[config.mk]
export PLATFORM = sky130hd
export DESIGN_NAME = pism_setup
export DESIGN_NICKNAME = d
export VERILOG_FILES = /design/src/core/pism_pkg.sv /design/src/core/pism_setup.sv
export SDC_FILE = /design/constraint.sdc
export NUM_CORES = 1
export LEC_CHECK = 0
export BUFFER_PORTS_ARGS = -buffer_cell sky130_fd_sc_hd__buf_2
export CORE_MARGIN = 10
export CORE_UTILIZATION = 60
export CTS_BUF_LIST = sky130_fd_sc_hd__clkbuf_8 sky130_fd_sc_hd__clkbuf_16
export DETAILED_ROUTE_END_ITERATION = 10
export PLACE_DENSITY = 0.78
export SETUP_SLACK_MARGIN = 0.05
export SYNTH_ARGS = -nofsm -noshare
export SYNTH_HDL_FRONTEND = slang
export SYNTH_SLANG_ARGS = --single-unit
[constraint.sdc]
create_clock -name sys_clk -period 4.22 [get_ports sys_clk]
set_input_delay 0.633 -clock sys_clk [delete_from_list [all_inputs] [get_ports sys_clk]]
set_output_delay 0.633 -clock sys_clk [all_outputs]
set_load 0.1 [all_outputs]
[src/core/pism_pkg.sv]
// Constants and types for the front-panel input setup menu.
// Assumes a single 100 MHz system clock; all timing is counted in ms ticks.
package pism_pkg;

  // Clock and base tick
  localparam int SYS_CLK_NS    = 10;
  localparam int TICK_NS       = 1_000_000;
  localparam int TICK_CYCLES   = TICK_NS / SYS_CLK_NS;

  // Operator timing, in ms of the base tick
  localparam int SEGTEST_MS    = 1000;
  localparam int ENTRY_HOLD_MS = 2000;
  localparam int REPEAT_HOLD_MS = 1000;
  localparam int FAST_AFTER_MS = 2000;
  localparam int SLOW_STEP_MS  = 250;
  localparam int FAST_STEP_MS  = 50;
  localparam int TIMEOUT_S     = 60;
  localparam int TIMEOUT_MS    = TIMEOUT_S * 1000;

  // Millisecond counter width
  localparam int MS_W          = 16;

  // Measurement type codes, cycled by up and down
  localparam logic [1:0] TYPE_MEASURE_A        = 2'h0;
  localparam logic [1:0] TYPE_MEASURE_ROTATION = 2'h1;
  localparam logic [1:0] TYPE_COUNT_UPWARD     = 2'h2;
  localparam logic [1:0] TYPE_COUNT_DOWNWARD   = 2'h3;
  localparam logic [1:0] TYPE_TOP              = 2'h3;

  // Sensing mode codes
  localparam logic [1:0] SENSE_LOGIC_LEVEL     = 2'h0;
  localparam logic [1:0] SENSE_SINK_CONTACT    = 2'h1;
  localparam logic [1:0] SENSE_SOURCE_CONTACT  = 2'h2;
  localparam logic [1:0] SENSE_TOP             = 2'h2;

  // Reset values of the active settings
  localparam logic [1:0] TYPE_RESET            = TYPE_MEASURE_A;
  localparam logic [1:0] SENSE_RESET           = SENSE_LOGIC_LEVEL;

  // Input bit positions in the synchroniser vectors
  localparam int IN_SELECT = 0;
  localparam int IN_UP     = 1;
  localparam int IN_DOWN   = 2;
  localparam int IN_CLEAR  = 3;

  typedef enum logic [2:0] {
    ST_SEGTEST,
    ST_RUN,
    ST_TYPE_PROMPT,
    ST_TYPE_EDIT,
    ST_SENSE_PROMPT,
    ST_SENSE_EDIT
  } pism_state_t;

  typedef enum logic [3:0] {
    DSP_SEGTEST,
    DSP_MEASURE,
    DSP_TYPE_PROMPT,
    DSP_MEASURE_A,
    DSP_MEASURE_ROTATION,
    DSP_COUNT_UPWARD,
    DSP_COUNT_DOWNWARD,
    DSP_SENSE_PROMPT,
    DSP_LOGIC_LEVEL,
    DSP_SINK_CONTACT,
    DSP_SOURCE_CONTACT
  } pism_disp_t;

endpackage : pism_pkg

[src/core/pism_setup.sv]
// Front-panel setup menu: measurement type and input sensing mode.
// Assumes raw active-high buttons and an active-low counter-clear pin,
// all asynchronous to sys_clk; parameter menus sit downstream.
//
// Behaviour
// - Sink contact mode turns the internal pull-up on.
// - Source contact mode turns the internal pull-down on.
// - Counter clear pin held low clears the current count.
// - Sixty idle seconds in configuration abort it, dropping all edits.
// - One press of up adds one, one press of down subtracts one.
// - Holding up or down over a second repeats, later faster.
// - Stepping past either end of a range wraps to the other end.
// - Segment test runs after power-on before configuration can start.
// - Holding up over two seconds enters configuration at type prompt.
// - At type prompt up and down cycle four measurement types.
// - Switching to rotation restores range settings to factory defaults.
// - Select keeps the edited type and shows the type prompt again; nothing becomes active yet.
// - Another select advances to the sensing mode prompt.
// - At sensing prompt up and down cycle three sensing modes.
// - Select keeps the edited sensing mode and shows its prompt again; a further select commits both.
// - Then the parameter sequence of the committed type follows.
// - On clear release the counter restarts at zero or upper value.

`timescale 1ns/100ps
`default_nettype none

module pism_setup
  import pism_pkg::*;
#(
  parameter int CLK_PER_TICK = TICK_CYCLES,
  parameter int TIMEOUT_TICKS = TIMEOUT_MS,
  parameter int SEGTEST_TICKS = SEGTEST_MS,
  parameter int ENTRY_TICKS = ENTRY_HOLD_MS,
  parameter int REPEAT_TICKS = REPEAT_HOLD_MS,
  parameter int FAST_TICKS = FAST_AFTER_MS,
  parameter int SLOW_PERIOD = SLOW_STEP_MS,
  parameter int FAST_PERIOD = FAST_STEP_MS
) (
  input  wire logic       sys_clk,
  input  wire logic       resetn,
  input  wire logic       btn_select,
  input  wire logic       btn_up,
  input  wire logic       btn_down,
  input  wire logic       count_clear_n,
  output logic            in_config,
  output pism_disp_t      disp_item,
  output logic [1:0]      active_type,
  output logic [1:0]      active_sense,
  output logic            pull_up_en,
  output logic            pull_down_en,
  output logic            count_clear,
  output logic            count_restart,
  output logic            count_from_top,
  output logic            defaults_restore,
  output logic            param_start,
  output logic [1:0]      param_type
);

  localparam int TICK_W = $clog2(CLK_PER_TICK + 1);

  // Refuse settings the counters cannot hold
  if (CLK_PER_TICK < 2 || TIMEOUT_TICKS >= (1 << MS_W) ||
      SEGTEST_TICKS >= (1 << MS_W) || ENTRY_TICKS >= (1 << MS_W) ||
      REPEAT_TICKS + FAST_TICKS >= (1 << MS_W) || SLOW_PERIOD < 1 ||
      FAST_PERIOD < 1 || SLOW_PERIOD >= (1 << MS_W)) begin : g_bad_param
    $error("pism_setup: parameter out of range");
  end

  typedef struct packed {
    pism_state_t       state;
    logic [3:0]        sync1;
    logic [3:0]        sync2;
    logic [3:0]        prev;
    logic [TICK_W-1:0] tick_cnt;
    logic [MS_W-1:0]   phase_ms;
    logic [MS_W-1:0]   idle_ms;
    logic [MS_W-1:0]   hold_ms;
    logic [MS_W-1:0]   rep_ms;
    logic              wait_release;
    logic [1:0]        edit_type;
    logic [1:0]        edit_sense;
    logic [1:0]        act_type;
    logic [1:0]        act_sense;
    logic              clear;
    logic              restart;
    logic              restore;
    logic              pstart;
    logic [1:0]        ptype;
    pism_disp_t        disp;
  } pism_reg_t;

  localparam pism_reg_t REG_RESET = '{
    state:    ST_SEGTEST,
    act_type: TYPE_RESET,
    act_sense: SENSE_RESET,
    disp:     DSP_SEGTEST,
    default:  '0
  };

  // Cyclic step with wraparound at both ends
  function automatic logic [1:0] step_wrap(input logic [1:0] v,
                                           input logic       up,
                                           input logic [1:0] top);
    if (up) begin
      step_wrap = (v == top) ? 2'h0 : v + 2'h1;
    end else begin
      step_wrap = (v == 2'h0) ? top : v - 2'h1;
    end
  endfunction : step_wrap

  // Saturating ms counter increment
  function automatic logic [MS_W-1:0] sat_inc(input logic [MS_W-1:0] v);
    sat_inc = (&v) ? v : v + {{(MS_W-1){1'b0}}, 1'b1};
  endfunction : sat_inc

  logic      rst_meta;
  logic      rst_sync_n;
  pism_reg_t r;
  pism_reg_t next_r;

  // Reset release through two flops; assertion stays asynchronous
  always_ff @(posedge sys_clk or negedge resetn) begin
    if (!resetn) begin
      rst_meta   <= 1'b0;
      rst_sync_n <= 1'b0;
    end else begin
      rst_meta   <= 1'b1;
      rst_sync_n <= rst_meta;
    end
  end

  // Next-state logic for the whole block
  always_comb begin
    logic       tick;
    logic       sel_press;
    logic       held;
    logic       dir_up;
    logic       edge_now;
    logic       step;
    logic [MS_W-1:0] period;
    tick      = 1'b0;
    sel_press = 1'b0;
    held      = 1'b0;
    dir_up    = 1'b0;
    edge_now  = 1'b0;
    step      = 1'b0;
    period    = '0;
    next_r = r;
    next_r.restart = 1'b0;
    next_r.restore = 1'b0;
    next_r.pstart  = 1'b0;

    // Clear pin is inverted before sampling so idle reads as zero
    next_r.sync1 = {~count_clear_n, btn_down, btn_up, btn_select};
    next_r.sync2 = r.sync1;
    next_r.prev  = r.sync2;

    // Base ms tick from the system clock
    tick = (r.tick_cnt == TICK_W'(CLK_PER_TICK - 1));
    next_r.tick_cnt = tick ? '0 : r.tick_cnt + TICK_W'(1);

    sel_press = r.sync2[IN_SELECT] & ~r.prev[IN_SELECT];
    held      = r.sync2[IN_UP] | r.sync2[IN_DOWN];
    dir_up    = r.sync2[IN_UP];  // Up wins when both are held
    edge_now  = dir_up ? ~r.prev[IN_UP]
                       : (~r.prev[IN_DOWN] | r.prev[IN_UP]);

    // Clear level and restart pulse on release
    next_r.clear   = r.sync2[IN_CLEAR];
    next_r.restart = r.prev[IN_CLEAR] & ~r.sync2[IN_CLEAR];

    // Press, hold and auto-repeat timing for up and down
    step = 1'b0;
    period = (r.hold_ms >= MS_W'(REPEAT_TICKS + FAST_TICKS))
           ? MS_W'(FAST_PERIOD) : MS_W'(SLOW_PERIOD);
    if (!held) begin
      next_r.hold_ms = '0;
      next_r.rep_ms  = '0;
      next_r.wait_release = 1'b0;
    end else if (edge_now) begin
      step = ~r.wait_release;
      next_r.hold_ms = '0;
      next_r.rep_ms  = '0;
    end else if (tick) begin
      next_r.hold_ms = sat_inc(r.hold_ms);
      if (r.hold_ms >= MS_W'(REPEAT_TICKS)) begin
        if (r.rep_ms >= period - MS_W'(1)) begin
          next_r.rep_ms = '0;
          step = ~r.wait_release;
        end else begin
          next_r.rep_ms = r.rep_ms + MS_W'(1);
        end
      end
    end

    // Inactivity timer restarts on any held button
    if (held || r.sync2[IN_SELECT]) begin
      next_r.idle_ms = '0;
    end else if (tick) begin
      next_r.idle_ms = sat_inc(r.idle_ms);
    end

    unique case (r.state)
      ST_SEGTEST: begin
        // Buttons are ignored until the segment test is over
        if (tick) begin
          next_r.phase_ms = sat_inc(r.phase_ms);
        end
        if (r.phase_ms >= MS_W'(SEGTEST_TICKS)) begin
          next_r.state = ST_RUN;
        end
      end
      ST_RUN: begin
        // Entry hold; the continued hold must not step or repeat until the button is released
        if (r.sync2[IN_UP] && r.hold_ms >= MS_W'(ENTRY_TICKS)) begin
          next_r.state = ST_TYPE_PROMPT;
          next_r.edit_type  = r.act_type;
          next_r.edit_sense = r.act_sense;
          next_r.wait_release = 1'b1;
        end
      end
      ST_TYPE_PROMPT, ST_TYPE_EDIT: begin
        if (step) begin
          next_r.state = ST_TYPE_EDIT;
          next_r.edit_type = step_wrap(r.edit_type, dir_up,
                                       TYPE_TOP);
        end else if (sel_press && r.state == ST_TYPE_EDIT) begin
          next_r.state = ST_TYPE_PROMPT;
        end else if (sel_press) begin
          next_r.state = ST_SENSE_PROMPT;
        end
      end
      ST_SENSE_PROMPT, ST_SENSE_EDIT: begin
        if (step) begin
          next_r.state = ST_SENSE_EDIT;
          next_r.edit_sense = step_wrap(r.edit_sense, dir_up,
                                        SENSE_TOP);
        end else if (sel_press && r.state == ST_SENSE_EDIT) begin
          next_r.state = ST_SENSE_PROMPT;
        end else if (sel_press) begin
          // Session completes: edits become active, parameter menu of the committed type follows
          next_r.state     = ST_RUN;
          next_r.act_type  = r.edit_type;
          next_r.act_sense = r.edit_sense;
          next_r.pstart    = 1'b1;
          next_r.ptype     = r.edit_type;
          next_r.restore   = (r.edit_type == TYPE_MEASURE_ROTATION) &&
                             (r.act_type != TYPE_MEASURE_ROTATION);
        end
      end
    endcase

    // Timeout drops the session and leaves active settings alone, unless a select commits in the same cycle
    if (r.state != ST_SEGTEST && r.state != ST_RUN &&
        r.idle_ms >= MS_W'(TIMEOUT_TICKS)) begin
      next_r.state      = ST_RUN;
      next_r.edit_type  = r.act_type;
      next_r.edit_sense = r.act_sense;
    end

    // Display item follows the next state
    unique case (next_r.state)
      ST_SEGTEST:      next_r.disp = DSP_SEGTEST;
      ST_RUN:          next_r.disp = DSP_MEASURE;
      ST_TYPE_PROMPT:  next_r.disp = DSP_TYPE_PROMPT;
      ST_SENSE_PROMPT: next_r.disp = DSP_SENSE_PROMPT;
      ST_TYPE_EDIT: begin
        unique case (next_r.edit_type)
          TYPE_MEASURE_A:        next_r.disp = DSP_MEASURE_A;
          TYPE_MEASURE_ROTATION: next_r.disp = DSP_MEASURE_ROTATION;
          TYPE_COUNT_UPWARD:     next_r.disp = DSP_COUNT_UPWARD;
          default:               next_r.disp = DSP_COUNT_DOWNWARD;
        endcase
      end
      ST_SENSE_EDIT: begin
        unique case (next_r.edit_sense)
          SENSE_SINK_CONTACT:   next_r.disp = DSP_SINK_CONTACT;
          SENSE_SOURCE_CONTACT: next_r.disp = DSP_SOURCE_CONTACT;
          default:              next_r.disp = DSP_LOGIC_LEVEL;
        endcase
      end
      default:         next_r.disp = DSP_MEASURE;
    endcase
  end

  // Single state register
  always_ff @(posedge sys_clk or negedge rst_sync_n) begin
    if (!rst_sync_n) begin
      r <= REG_RESET;
    end else begin
      r <= next_r;
    end
  end

  // Outputs straight from the state register
  assign in_config        = (r.state != ST_SEGTEST) && (r.state != ST_RUN);
  assign disp_item        = r.disp;
  assign active_type      = r.act_type;
  assign active_sense     = r.act_sense;
  assign count_clear      = r.clear;
  assign count_restart    = r.restart;
  assign defaults_restore = r.restore;
  assign param_start      = r.pstart;
  assign param_type       = r.ptype;

  // Pull selection follows only the committed mode; logic level has none
  assign pull_up_en   = (r.act_sense == SENSE_SINK_CONTACT);
  assign pull_down_en = (r.act_sense == SENSE_SOURCE_CONTACT);
  assign count_from_top = (r.act_type == TYPE_COUNT_DOWNWARD);

endmodule : pism_setup

`default_nettype wire

==> flow_metrics.py, run 1 <==
metrics = {
    "sta": {
        "finalSetupViolations": 0,
        "fmax_mhz": 260.0,
        "hold_viol_final": 0,
        "worst_pin_slew_ns": 0.9646,
        "layout_min_cycle_time_ns": 3.847,
        "relSlewSlack_pct": 35.70,
        "post-route-period-util_pct": 91.15,
        "final_max_slew_viol_count": 0,
        "clock_skew_ns": 0.008047,
        "rsz0062_at_grt": "false",
        "setup_tns_ns": 0,
    },
    "place": {
        "dpl_cell_area_um2": 5993,
        "gp_congestion": 0.8878,
        "hpwl_um": 7519,
        "io_buffer_count": 23,
    },
    "routing": {
        "viasPerCell": 5.675,
        "drt_iter0_drc": 333,
        "antenna_left": 0,
        "detail_route.wl_per_cell_um": 15.22,
        "wl_um": 11320,
        "drc_errors": 0,
        "vias": 4222,
        "first_pass_iters": 5,
    },
    "logic_synthesis": {
        "synth_seq_cells": 114,
        "synth_area_um2": 5817,
        "yosys.cell_types.count": 71,
        "async_reset_ff_share_pct": 100.0,
        "synth_ff_type": "dfrtp_1",
        "synth_nets": 605,
        "synthCells": 579,
        "syn-mean-instance-area_um2": 10.05,
        "yosysSeqAreaShare_pct": 49.04,
        "yosysWarnings": 0,
        "synth_edf_count": 0,
    },
    "clock_tree": {
        "cts.htree.levels": 4,
        "clk-insertion-delay-late_ns": 0.53,
        "cts_setup_buffers": 0,
        "tritoncts": "done",
        "cts_buffers": 17,
        "clockBufferDepth": 2,
        "cts.sinks": 114,
        "clk_pin_slew_worst_paths_ns": 0.06,
        "cts_root_buf": "clkbuf_8",
    },
    "setup_path": {
        "cp_max_fo": 6,
        "critPathKind": "flip-flop to flip-flop",
        "crit_arrival_ns": 4.29,
        "crit_slowest_cell": "dfrtp_1",
        "slowest_delay_ns": 0.43,
        "critPathTopFamily": "compound AO/OA/AOI/OAI gates",
        "start_kind": "flip-flop",
        "critPathCaptureType": "flip-flop",
        "cp_data_required_time_ns": 4.66,
        "cp_cell_sequence": "a31o_2 > a41oi_1 > o21ai_1 > ha_1 > a211oi_2 > nand3_1 > o211a_1 > o21a_2 > a311oi_1 > o21a_1 > o22ai_1 > a22oi_1 > ha_1 > nor2b_1 > a31oi_1 > a211oi_2",
        "crit_buf_inv": 0,
    },
    "finish": {
        "nets": 628,
        "layout_commonest_cell": "dfrtp_1",
        "layout_common_cells": "dfrtp_1, nor2_1, nand2_1",
        "stdcell_area_um2": 6594,
        "num-fill-cells": 691,
        "n_antenna_cell": 0,
        "area_growth_pct": 13.36,
        "drive_gt1_share_pct": 14.31,
    },
    "global_route": {
        "grt_max_degree": 78,
        "grt_pass1_vias": 4374,
        "antenna_found_initial": 0,
        "grt_pass1_wl_um": 20290,
        "grt_overflow_total": 0,
        "grtUsageTotal_pct": 17.15,
    },
    "floorplanning": {
        "initial_core_util_pct": 62.36,
        "num_rows": 35,
        "die_area_um2": 14030,
        "core-area_um2": 9328,
        "chipWidth_um": 118.5,
        "die_height_um": 118.5,
        "io_pins": 24,
    },
    "pwr": {
        "leakagePower_uw": 0.002932,
        "power.total_uw": 2543,
        "power_density_nw_per_um2": 385.6,
        "peakVddDrop_v": 0.0004344,
    },
    "outcome": {
        "status": "finished, final reports clean",
    },
    "job": {
        "cap_violations": 0,
    },
    "worst_hold_path": {
        "hold_class": "input port to flip-flop",
    },
}
per-layer routing:
metal / wire [um] / GRT usage, % / up-vias
li1: - / - / 2059
met1: 5303 / 22.08 / 2057
met2: 5316 / 26.32 / 86
met3: 526 / 5.664 / 20
met4: 178 / 6.565 / 0
met5: 0 / 0 / -
path summary, 6_finish.rpt:
check,startpoint,endpoint,slack (ns),cells after the start
hold reg to reg,next_r[105],next_r[101],0.35,0
min in group asynchronous,resetn,rst_meta,0.42,2
hold / removal,btn_down,next_r[106],0.22,1
setup / recovery,r[40],disp_item[1],0.37,16
max in group asynchronous,rst_sync_n,disp_item[1],2.72,1
setup reg to reg,r[40],disp_item[1],0.37,16
registers in the layout, summed over array words and instances (netlist names):
| name | flops |
|---|---|
| r | 92 |
| next_r | 8 |
| disp_item | 4 |
| active_sense | 2 |
| param_type | 2 |
| count_clear | 1 |
| count_restart | 1 |
| defaults_restore | 1 |
| param_start | 1 |
| rst_meta | 1 |
| rst_sync_n | 1 |
synth_stat cells (all sizes together), types with 4 or more instances:
master	count	area, um2
nand2b	4	25.02
o21ai	24	123.9
o211a	4	40.04
or3	7	43.79
nand4	19	131.4
and4	8	70.07
ha	20	250.2
nand2	45	168.9
or2	4	25.02
buf	13	88.83
a21oi	15	78.83
xnor2	33	289.0
and3	11	68.82
inv	27	101.3
nor4	9	83.83
dfrtp	114	2853
clkbuf	10	37.54
and2	6	37.54
nor3	9	56.31
nor2	81	304.0
nand3	25	125.1
a31oi	5	31.28
xor2	29	254.0
nor2b	6	37.54
stage by stage:
step                hold WS (ns)  setup slack [ns]  util (%)  instances
floorplan                 0.3312            0.7516         -        579
global route              0.2026           0.06717     70.69        744
CTS                       0.1995            0.2371     70.56        744
global placement          0.3358            0.4923     64.25        711
detailed placement        0.3347            0.3267     64.25        711
finish                    0.2175            0.3734     70.69        744
logic make-up (layout without fill, tap and decap cells):
logic type	Yosys count	after routing	synth area share (%)
buffers and inverters	50	86	3.915
other	1	1	0.06447
adders and majority gates	21	21	4.474
and+or+nand+nor	245	245	22.13
DFF	114	114	49.04
muxes	6	6	1.097
xor gates and xnor gates	62	62	9.335
AOI/OAI and AO/OA	80	80	9.938
where the power goes:
part | internal (uW) | switching [uW] | total (uW) | leakage [uW]
registers | 1100 | 19.0 | 1120 | 0.00155
clock network | 868 | 511 | 1380 | 0.000281
logic | 11.5 | 32.1 | 43.6 | 0.00110
total | 1980 | 562 | 2540 | 0.00293
worst reg2reg max path: stages (launching register included):
cell	delay (ns)
dfrtp_1	0.43
a31o_2	0.26
a41oi_1	0.23
o21ai_1	0.14
ha_1	0.34
a211oi_2	0.24
nand3_1	0.12
o211a_1	0.27
o21a_2	0.26
a311oi_1	0.31
o21a_1	0.17
o22ai_1	0.10
a22oi_1	0.20
ha_1	0.26
nor2b_1	0.12
a31oi_1	0.06
a211oi_2	0.24
final cells by class:
class | instances | area (um2) | area share (%)
Sequential cell | 114 | 2858 | 43.34
Multi-Input combinational cell | 415 | 2748 | 41.67
Clock inverter | 13 | 136.4 | 2.068
Clock buffer | 19 | 441.7 | 6.698
Timing Repair Buffer | 27 | 147.6 | 2.239
Inverter | 27 | 101.3 | 1.537
Tap cell | 129 | 161.4 | 2.448
what timing repair did:
item | in CTS | in global routing
resized for setup | 0 | 4
hold buffers | 1 | 0
endpoints found under the setup margin | 0 | 1
hold endpoints to repair | 2 | 0
(Power assumes the default switching activity.)
==> inputs of run 2 (changes only) <==
Settings changed: ABC_AREA set to 1.
==> flow_metrics.py, run 2 <==
metrics = {
    "outcome": {
        "status": "finished, final reports clean",
    },
    "logic_synthesis": {
        "synth_top_area_share_pct": 47.75,
        "synth_top_area_cell": "dfrtp_1",
        "synth_area_um2": 5974,
        "synth_ff_type": "dfrtp_1",
        "yosys.cell_types.count": 43,
        "synthTopCellsByCount": "nand2_1, inv_1, dfrtp_1",
        "yosysSeqAreaShare_pct": 47.75,
        "yosysWarnings": 0,
        "synth_edf_count": 0,
        "syn-mean-instance-area_um2": 8.030,
        "async_reset_ff_share_pct": 100.0,
        "synth_seq_cells": 114,
        "synth_nets": 770,
        "synth_area_leaders": "dfrtp_1, nand2_1, inv_1, nor2_1, ha_1",
        "synthCells": 744,
        "yosysMostFrequentCell": "nand2_1",
    },
    "finish": {
        "layout_common_cells": "nand2_1, inv_1, dfrtp_1",
        "num-fill-cells": 755,
        "multi_input_area_um2": 2554,
        "register_area_um2": 2856,
        "layout_commonest_cell": "nand2_1",
        "drive_gt1_share_pct": 11.18,
        "stdcell_area_um2": 6798,
        "n_antenna_cell": 0,
        "nets": 800,
        "area_growth_pct": 13.78,
        "regMostFlops": "r",
        "largest_reg_flops": 92,
    },
    "clock_tree": {
        "clk_pin_slew_worst_paths_ns": 0.06,
        "clockBufferDepth": 2,
        "tritoncts": "done",
        "cts.sinks": 114,
        "clk-insertion-delay-late_ns": 0.52,
        "cts_root_buf": "clkbuf_8",
        "cts.htree.levels": 4,
        "cts_setup_buffers": 0,
        "cts_buffers": 17,
    },
    "worst_hold_path": {
        "hold_class": "input port to flip-flop",
        "hold_depth": 1,
        "min_to": "next_r[104]",
        "min-delay-start": "btn_select",
    },
    "sta": {
        "final_max_slew_viol_count": 0,
        "holdWs_ns": 0.2242,
        "hold_viol_final": 0,
        "fmax_mhz": 312.3,
        "worst_pin_slew_ns": 0.9535,
        "layout_min_cycle_time_ns": 3.202,
        "finalSetupViolations": 0,
        "clock_skew_ns": 0.01151,
        "post-route-period-util_pct": 75.88,
        "relSlewSlack_pct": 36.43,
        "setup_tns_ns": 0,
        "rsz0062_at_grt": "false",
    },
    "global_route": {
        "grt-busiest-layer": "met2",
        "grtUsageTotal_pct": 18.16,
        "grt_pass1_vias": 4865,
        "use_met1_pct": 21.45,
        "grt_use_met3_pct": 4.970,
        "grt_overflow_total": 0,
        "gr-usage-met2_pct": 31.22,
        "antenna_found_initial": 0,
        "grt_max_degree": 77,
        "grt_pass1_wl_um": 21780,
    },
    "floorplanning": {
        "initial_core_util_pct": 61.41,
        "chipWidth_um": 119.8,
        "core-area_um2": 9729,
        "io_pins": 24,
        "die_area_um2": 14350,
        "die_height_um": 119.8,
        "num_rows": 36,
    },
    "routing": {
        "antenna_left": 0,
        "first_pass_iters": 5,
        "detail_route.wl_per_cell_um": 13.47,
        "viasPerCell": 5.261,
        "vias": 4840,
        "drc_errors": 0,
        "wl_um": 12390,
        "drt_iter0_drc": 346,
    },
    "setup_path": {
        "start_kind": "flip-flop",
        "crit_arrival_ns": 3.66,
        "crit_slowest_cell": "dfrtp_1",
        "cp_cell_sequence": "nand2_1 > nand3_1 > a31o_2 > ha_1 > nand2_1 > nand2_1 > inv_1 > nand2_1 > nor2_1 > nand2_1 > nand3_1 > nand2_1 > nand2_2 > nand2_1 > o21ai_0 > o21ai_0 > o21ai_0 > nand2_1 > o21ai_0 > inv_1 > ha_1 > o21ai_0 > nand3_1 > nand2_1",
        "critPathCaptureType": "flip-flop",
        "reg2reg_depth": 24,
        "rr_endpoint": "disp_item[1]",
        "cp_max_fo": 7,
        "crit_top_cell": "nand2_1",
        "cp_data_required_time_ns": 4.68,
        "slowest_delay_ns": 0.43,
        "reg2reg_from": "r[46]",
        "critPathKind": "flip-flop to flip-flop",
        "reg2reg_setup_slack_ns": 1.02,
    },
    "pwr": {
        "power_density_nw_per_um2": 390.8,
        "power.total_uw": 2657,
        "peakVddDrop_v": 0.0004161,
        "leakagePower_uw": 0.003329,
    },
    "place": {
        "gp_congestion": 0.9027,
        "io_buffer_count": 23,
        "hpwl_um": 8649,
        "dpl_cell_area_um2": 6172,
    },
    "job": {
        "cap_violations": 0,
    },
}
## run 2: cell types whose count changed after synthesis, sizes merged, moves of 8 or more
cell,before,now
xnor2,33,4
nor4,9,1
nor3,9,27
nand2,45,152
inv,27,124
o21ai,24,40
and3,11,0
xor2,29,17
nand3,25,40
nor2,81,113
and4,8,0
a21oi,15,44
## run 2: where the power goes
| part | internal (uW) | leakage [uW] | total [uW] | switching [uW] |
|---|---|---|---|---|
| Sequential | 1100 | 0.00155 | 1120 | 17.3 |
| Combinational | 13.5 | 0.00148 | 58.2 | 44.7 |
| Clock | 971 | 0.000298 | 1480 | 508 |
## run 2: worst max path at each step
| stage | slack [ns] | endpoint | startpoint |
|---|---|---|---|
| 6_report | 1.02 | disp_item[1] | r[46] |
| 5_1_grt | 0.56 | disp_item[1] | r[48] |
| 3_5_place_dp | 1.09 | disp_item[1] | r[48] |
| 2_1_floorplan | 0.81 | active_sense[0] | rst_sync_n |
| 3_3_place_gp | 1.20 | disp_item[1] | r[40] |
| 4_1_cts | 1.05 | disp_item[1] | r[48] |
## run 2: critical path, delay by kind of cell (launching register included)
family | cells | cell delay (ns)
adder cells (fa/ha/maj) | 2 | 0.55
flip-flops | 1 | 0.43
AO/OA/AOI/OAI | 6 | 0.77
buffers and inverters | 2 | 0.12
AND/OR/NAND/NOR | 14 | 1.26
## run 2: routing by layer
metal	wire length, um	part of all wire [%]
met5	0	0
met2	6250	50
met3	590	4.8
met4	161	1.3
met1	5388	43
## run 2: repair_timing
item                                   4_1_cts  5_1_grt
hold buffers                                 1        0
endpoints found under the hold margin        2        0
resized for setup                            0        0
## run 2: cells by family (layout without fill, tap and decap cells)
group / after synthesis / after routing / synth area share (%)
AOI/OAI and AO/OA: 101 / 101 / 9.278
xor gates and xnor gates: 21 / 21 / 3.078
adders and majority gates: 20 / 20 / 4.188
buffers and inverters: 139 / 182 / 9.508
DFF: 114 / 114 / 47.75
muxes: 1 / 1 / 0.1675
other: 1 / 1 / 0.06277
and+or+nand+nor: 347 / 347 / 25.97
## run 2: area by class of cell
type	instances	area share, %
Tap cell	133	2.448
Inverter	124	6.847
Multi-Input combinational cell	491	37.57
Clock inverter	14	2.761
Sequential cell	114	42.02
Timing Repair Buffer	26	2.061
Clock buffer	18	6.295
## run 2: metrics by stage
step | std cells | utilization (%) | setup slack [ns]
global placement | 887 | 63.44 | 1.199
global route | 920 | 69.87 | 0.5642
finish | 920 | 69.87 | 1.018
floorplan | 744 | - | 0.8090
detailed placement | 887 | 63.44 | 1.091
CTS | 920 | 69.87 | 1.055
==> inputs of run 3 (changes only) <==
Settings changed: ABC_AREA 1 to 0.
Clock period 4.22 ns to 3.1 ns, I/O delays scaled along.
==> flow_metrics.py, run 3 (synthesis results as in run 1) <==
metrics = {
    "clock_tree": {
        "clk-insertion-delay-late_ns": 0.52,
        "cts_root_buf": "clkbuf_8",
        "cts_buffers": 17,
        "cts.sinks": 114,
        "tritoncts": "done",
        "cts.htree.levels": 4,
        "clk_pin_slew_worst_paths_ns": 0.06,
        "clockBufferDepth": 2,
    },
    "setup_path": {
        "slowest_delay_ns": 0.37,
        "reg2reg_depth": 16,
        "critPathKind": "flip-flop to flip-flop",
        "cp_cell_sequence": "a31o_2 > a41oi_2 > o21ai_4 > ha_2 > nor4b_4 > nor3_2 > o211a_1 > o21a_2 > buf_4 > buf_6 > buf_4 > nor3_4 > a221o_2 > buf_4 > nand2_2 > o41ai_4",
        "cp_data_required_time_ns": 3.52,
        "critPathCaptureType": "flip-flop",
        "critPathTopFamily": "compound AO/OA/AOI/OAI gates",
        "crit_slowest_cell": "dfrtp_1",
        "rr_endpoint": "disp_item[2]",
        "crit_arrival_ns": 3.93,
        "cp_max_fo": 5,
        "reg2reg_from": "r[40]",
        "crit_cells": 16,
        "crit_top_cell": "buf_4",
        "start_kind": "flip-flop",
        "crit_buf_inv": 4,
        "cp-endpoint": "disp_item[2]",
        "cp-startpoint": "r[40]",
        "reg2reg_setup_slack_ns": -0.41,
    },
    "floorplanning": {
        "num_rows": 35,
        "die_area_um2": 14030,
        "chipWidth_um": 118.5,
        "die_height_um": 118.5,
        "io_pins": 24,
        "initial_core_util_pct": 62.36,
        "core-area_um2": 9328,
    },
    "sta": {
        "rsz0062_at_grt": "true",
        "final_max_slew_viol_count": 0,
        "layout_min_cycle_time_ns": 3.509,
        "worst_pin_slew_ns": 0.5929,
        "fmax_mhz": 285.0,
        "relSlewSlack_pct": 60.48,
        "clock_skew_ns": 0.007469,
        "setup_tns_ns": -2.073,
        "worst_slack_ns": -0.4089,
        "holdWs_ns": 0.05261,
        "finalSetupViolations": 9,
        "post-route-period-util_pct": 113.2,
        "hold_viol_final": 0,
    },
    "outcome": {
        "status": "finished with violations",
        "violations": "negative setup slack",
    },
    "job": {
        "cap_violations": 0,
    },
    "place": {
        "gp_congestion": 0.9177,
        "io_buffer_count": 23,
        "hpwl_um": 8026,
        "placed_cells": 737,
    },
    "routing": {
        "drt_iter0_drc": 430,
        "drc_errors": 0,
        "first_pass_iters": 5,
        "wl_um": 14060,
        "vias": 4725,
        "detail_route.wl_per_cell_um": 17.76,
        "antenna_left": 0,
        "viasPerCell": 5.966,
    },
    "finish": {
        "regMostFlops": "r",
        "layout_common_cells": "dfrtp_1, nor2_1, nand2_1",
        "drive_gt1_share_pct": 24.28,
        "num-fill-cells": 551,
        "area_growth_pct": 24.82,
        "nets": 676,
        "stdcell_count": 792,
        "largest_reg_flops": 92,
        "n_antenna_cell": 0,
        "layout_commonest_cell": "dfrtp_1",
    },
    "global_route": {
        "grt_pass1_vias": 4648,
        "antenna_found_initial": 0,
        "grt_pass1_wl_um": 22870,
        "grtUsageTotal_pct": 19.51,
        "grt_max_degree": 73,
        "grt_overflow_total": 0,
    },
    "worst_hold_path": {
        "hold_depth": 1,
        "hold_class": "input port to flip-flop",
    },
    "pwr": {
        "leakagePower_uw": 0.003248,
        "peakVddDrop_v": 0.0004009,
        "power_density_nw_per_um2": 503.9,
    },
}
-- run 3: changes by cell type in the layout (fill, tap and decap cells not counted), moves of 10 or more --
cell,before,now
nand3_1,35,25
inv_1,122,24
nand2_1,145,43
o21ai_0,40,17
xnor2_1,4,33
nor2_1,104,78
and3_1,0,11
a21oi_1,43,14
xor2_1,17,29
buf_4,2,36
buf_6,0,13
nor3_1,25,7
-- run 3: cell type report --
type                    instances  area (um2)  area share, %
well taps                     129       161.4          2.223
flip-flops and latches        114        2856          39.34
inverters                      27       103.9          1.430
repair buffers                 75       566.8          7.806
clock inverters                15       206.4          2.843
clock buffers                  17       414.1          5.704
multi-input cells             415        2952          40.65
-- run 3: worst min path at each step --
stage / startpoint / endpoint
after floorplan: resetn / rst_meta
after global placement: resetn / rst_meta
after detailed placement: resetn / rst_meta
after CTS: btn_up / next_r[105]
after global routing: btn_up / next_r[105]
final: btn_up / next_r[105]
-- run 3: power breakdown --
part	internal [uW]	total, uW	leakage [uW]	switching (uW)
clock	1310	2040	0.000299	729
sequential	1500	1510	0.00155	15.7
combinational	35.0	101	0.00140	66.5
-- run 3: what timing repair did --
item / CTS / global route
buffers inserted: 14 / 12
hold buffers: 1 / 0
pin swaps: 25 / 8
setup endpoints to repair: 8 / 23
gates cloned: 0 / 1
resized for setup: 32 / 24
hold endpoints to repair: 2 / 0
-- run 3: worst reg2reg max path, stage by stage, from the launching register on --
cell     delay (ns)
dfrtp_1        0.37
a31o_2         0.26
a41oi_2        0.19
o21ai_4        0.11
ha_2           0.24
nor4b_4        0.32
nor3_2         0.10
o211a_1        0.27
o21a_2         0.23
buf_4          0.14
buf_6          0.12
buf_4          0.14
nor3_4         0.20
a221o_2        0.18
buf_4          0.11
nand2_2        0.08
o41ai_4        0.35
-- run 3: through the flow --
stage / area [um2] / util [%] / setup slack, ns / power [uW]
2_1_floorplan: 5843 / - / -0.2974 / 1587
4_1_cts: 7096 / 76.07 / -0.2601 / 3655
3_3_place_gp: 6226 / 66.75 / -0.3088 / 1616
3_5_place_dp: 6226 / 66.75 / -0.4352 / 1619
5_1_grt: 7261 / 77.84 / -0.5106 / 3752
6_report: 7261 / 77.84 / -0.4089 / 3658
-- run 3: routing by layer --
| layer | part of all wire [%] | GRT usage, % | vias to the layer above | wire (um) |
|---|---|---|---|---|
| li1 | - | - | 2170 | - |
| met1 | 42 | 23.83 | 2371 | 5956 |
| met2 | 50 | 32.30 | 152 | 7060 |
| met3 | 4.8 | 4.188 | 32 | 676 |
| met4 | 2.6 | 9.160 | 0 | 371 |
| met5 | 0 | 0 | - | 0 |
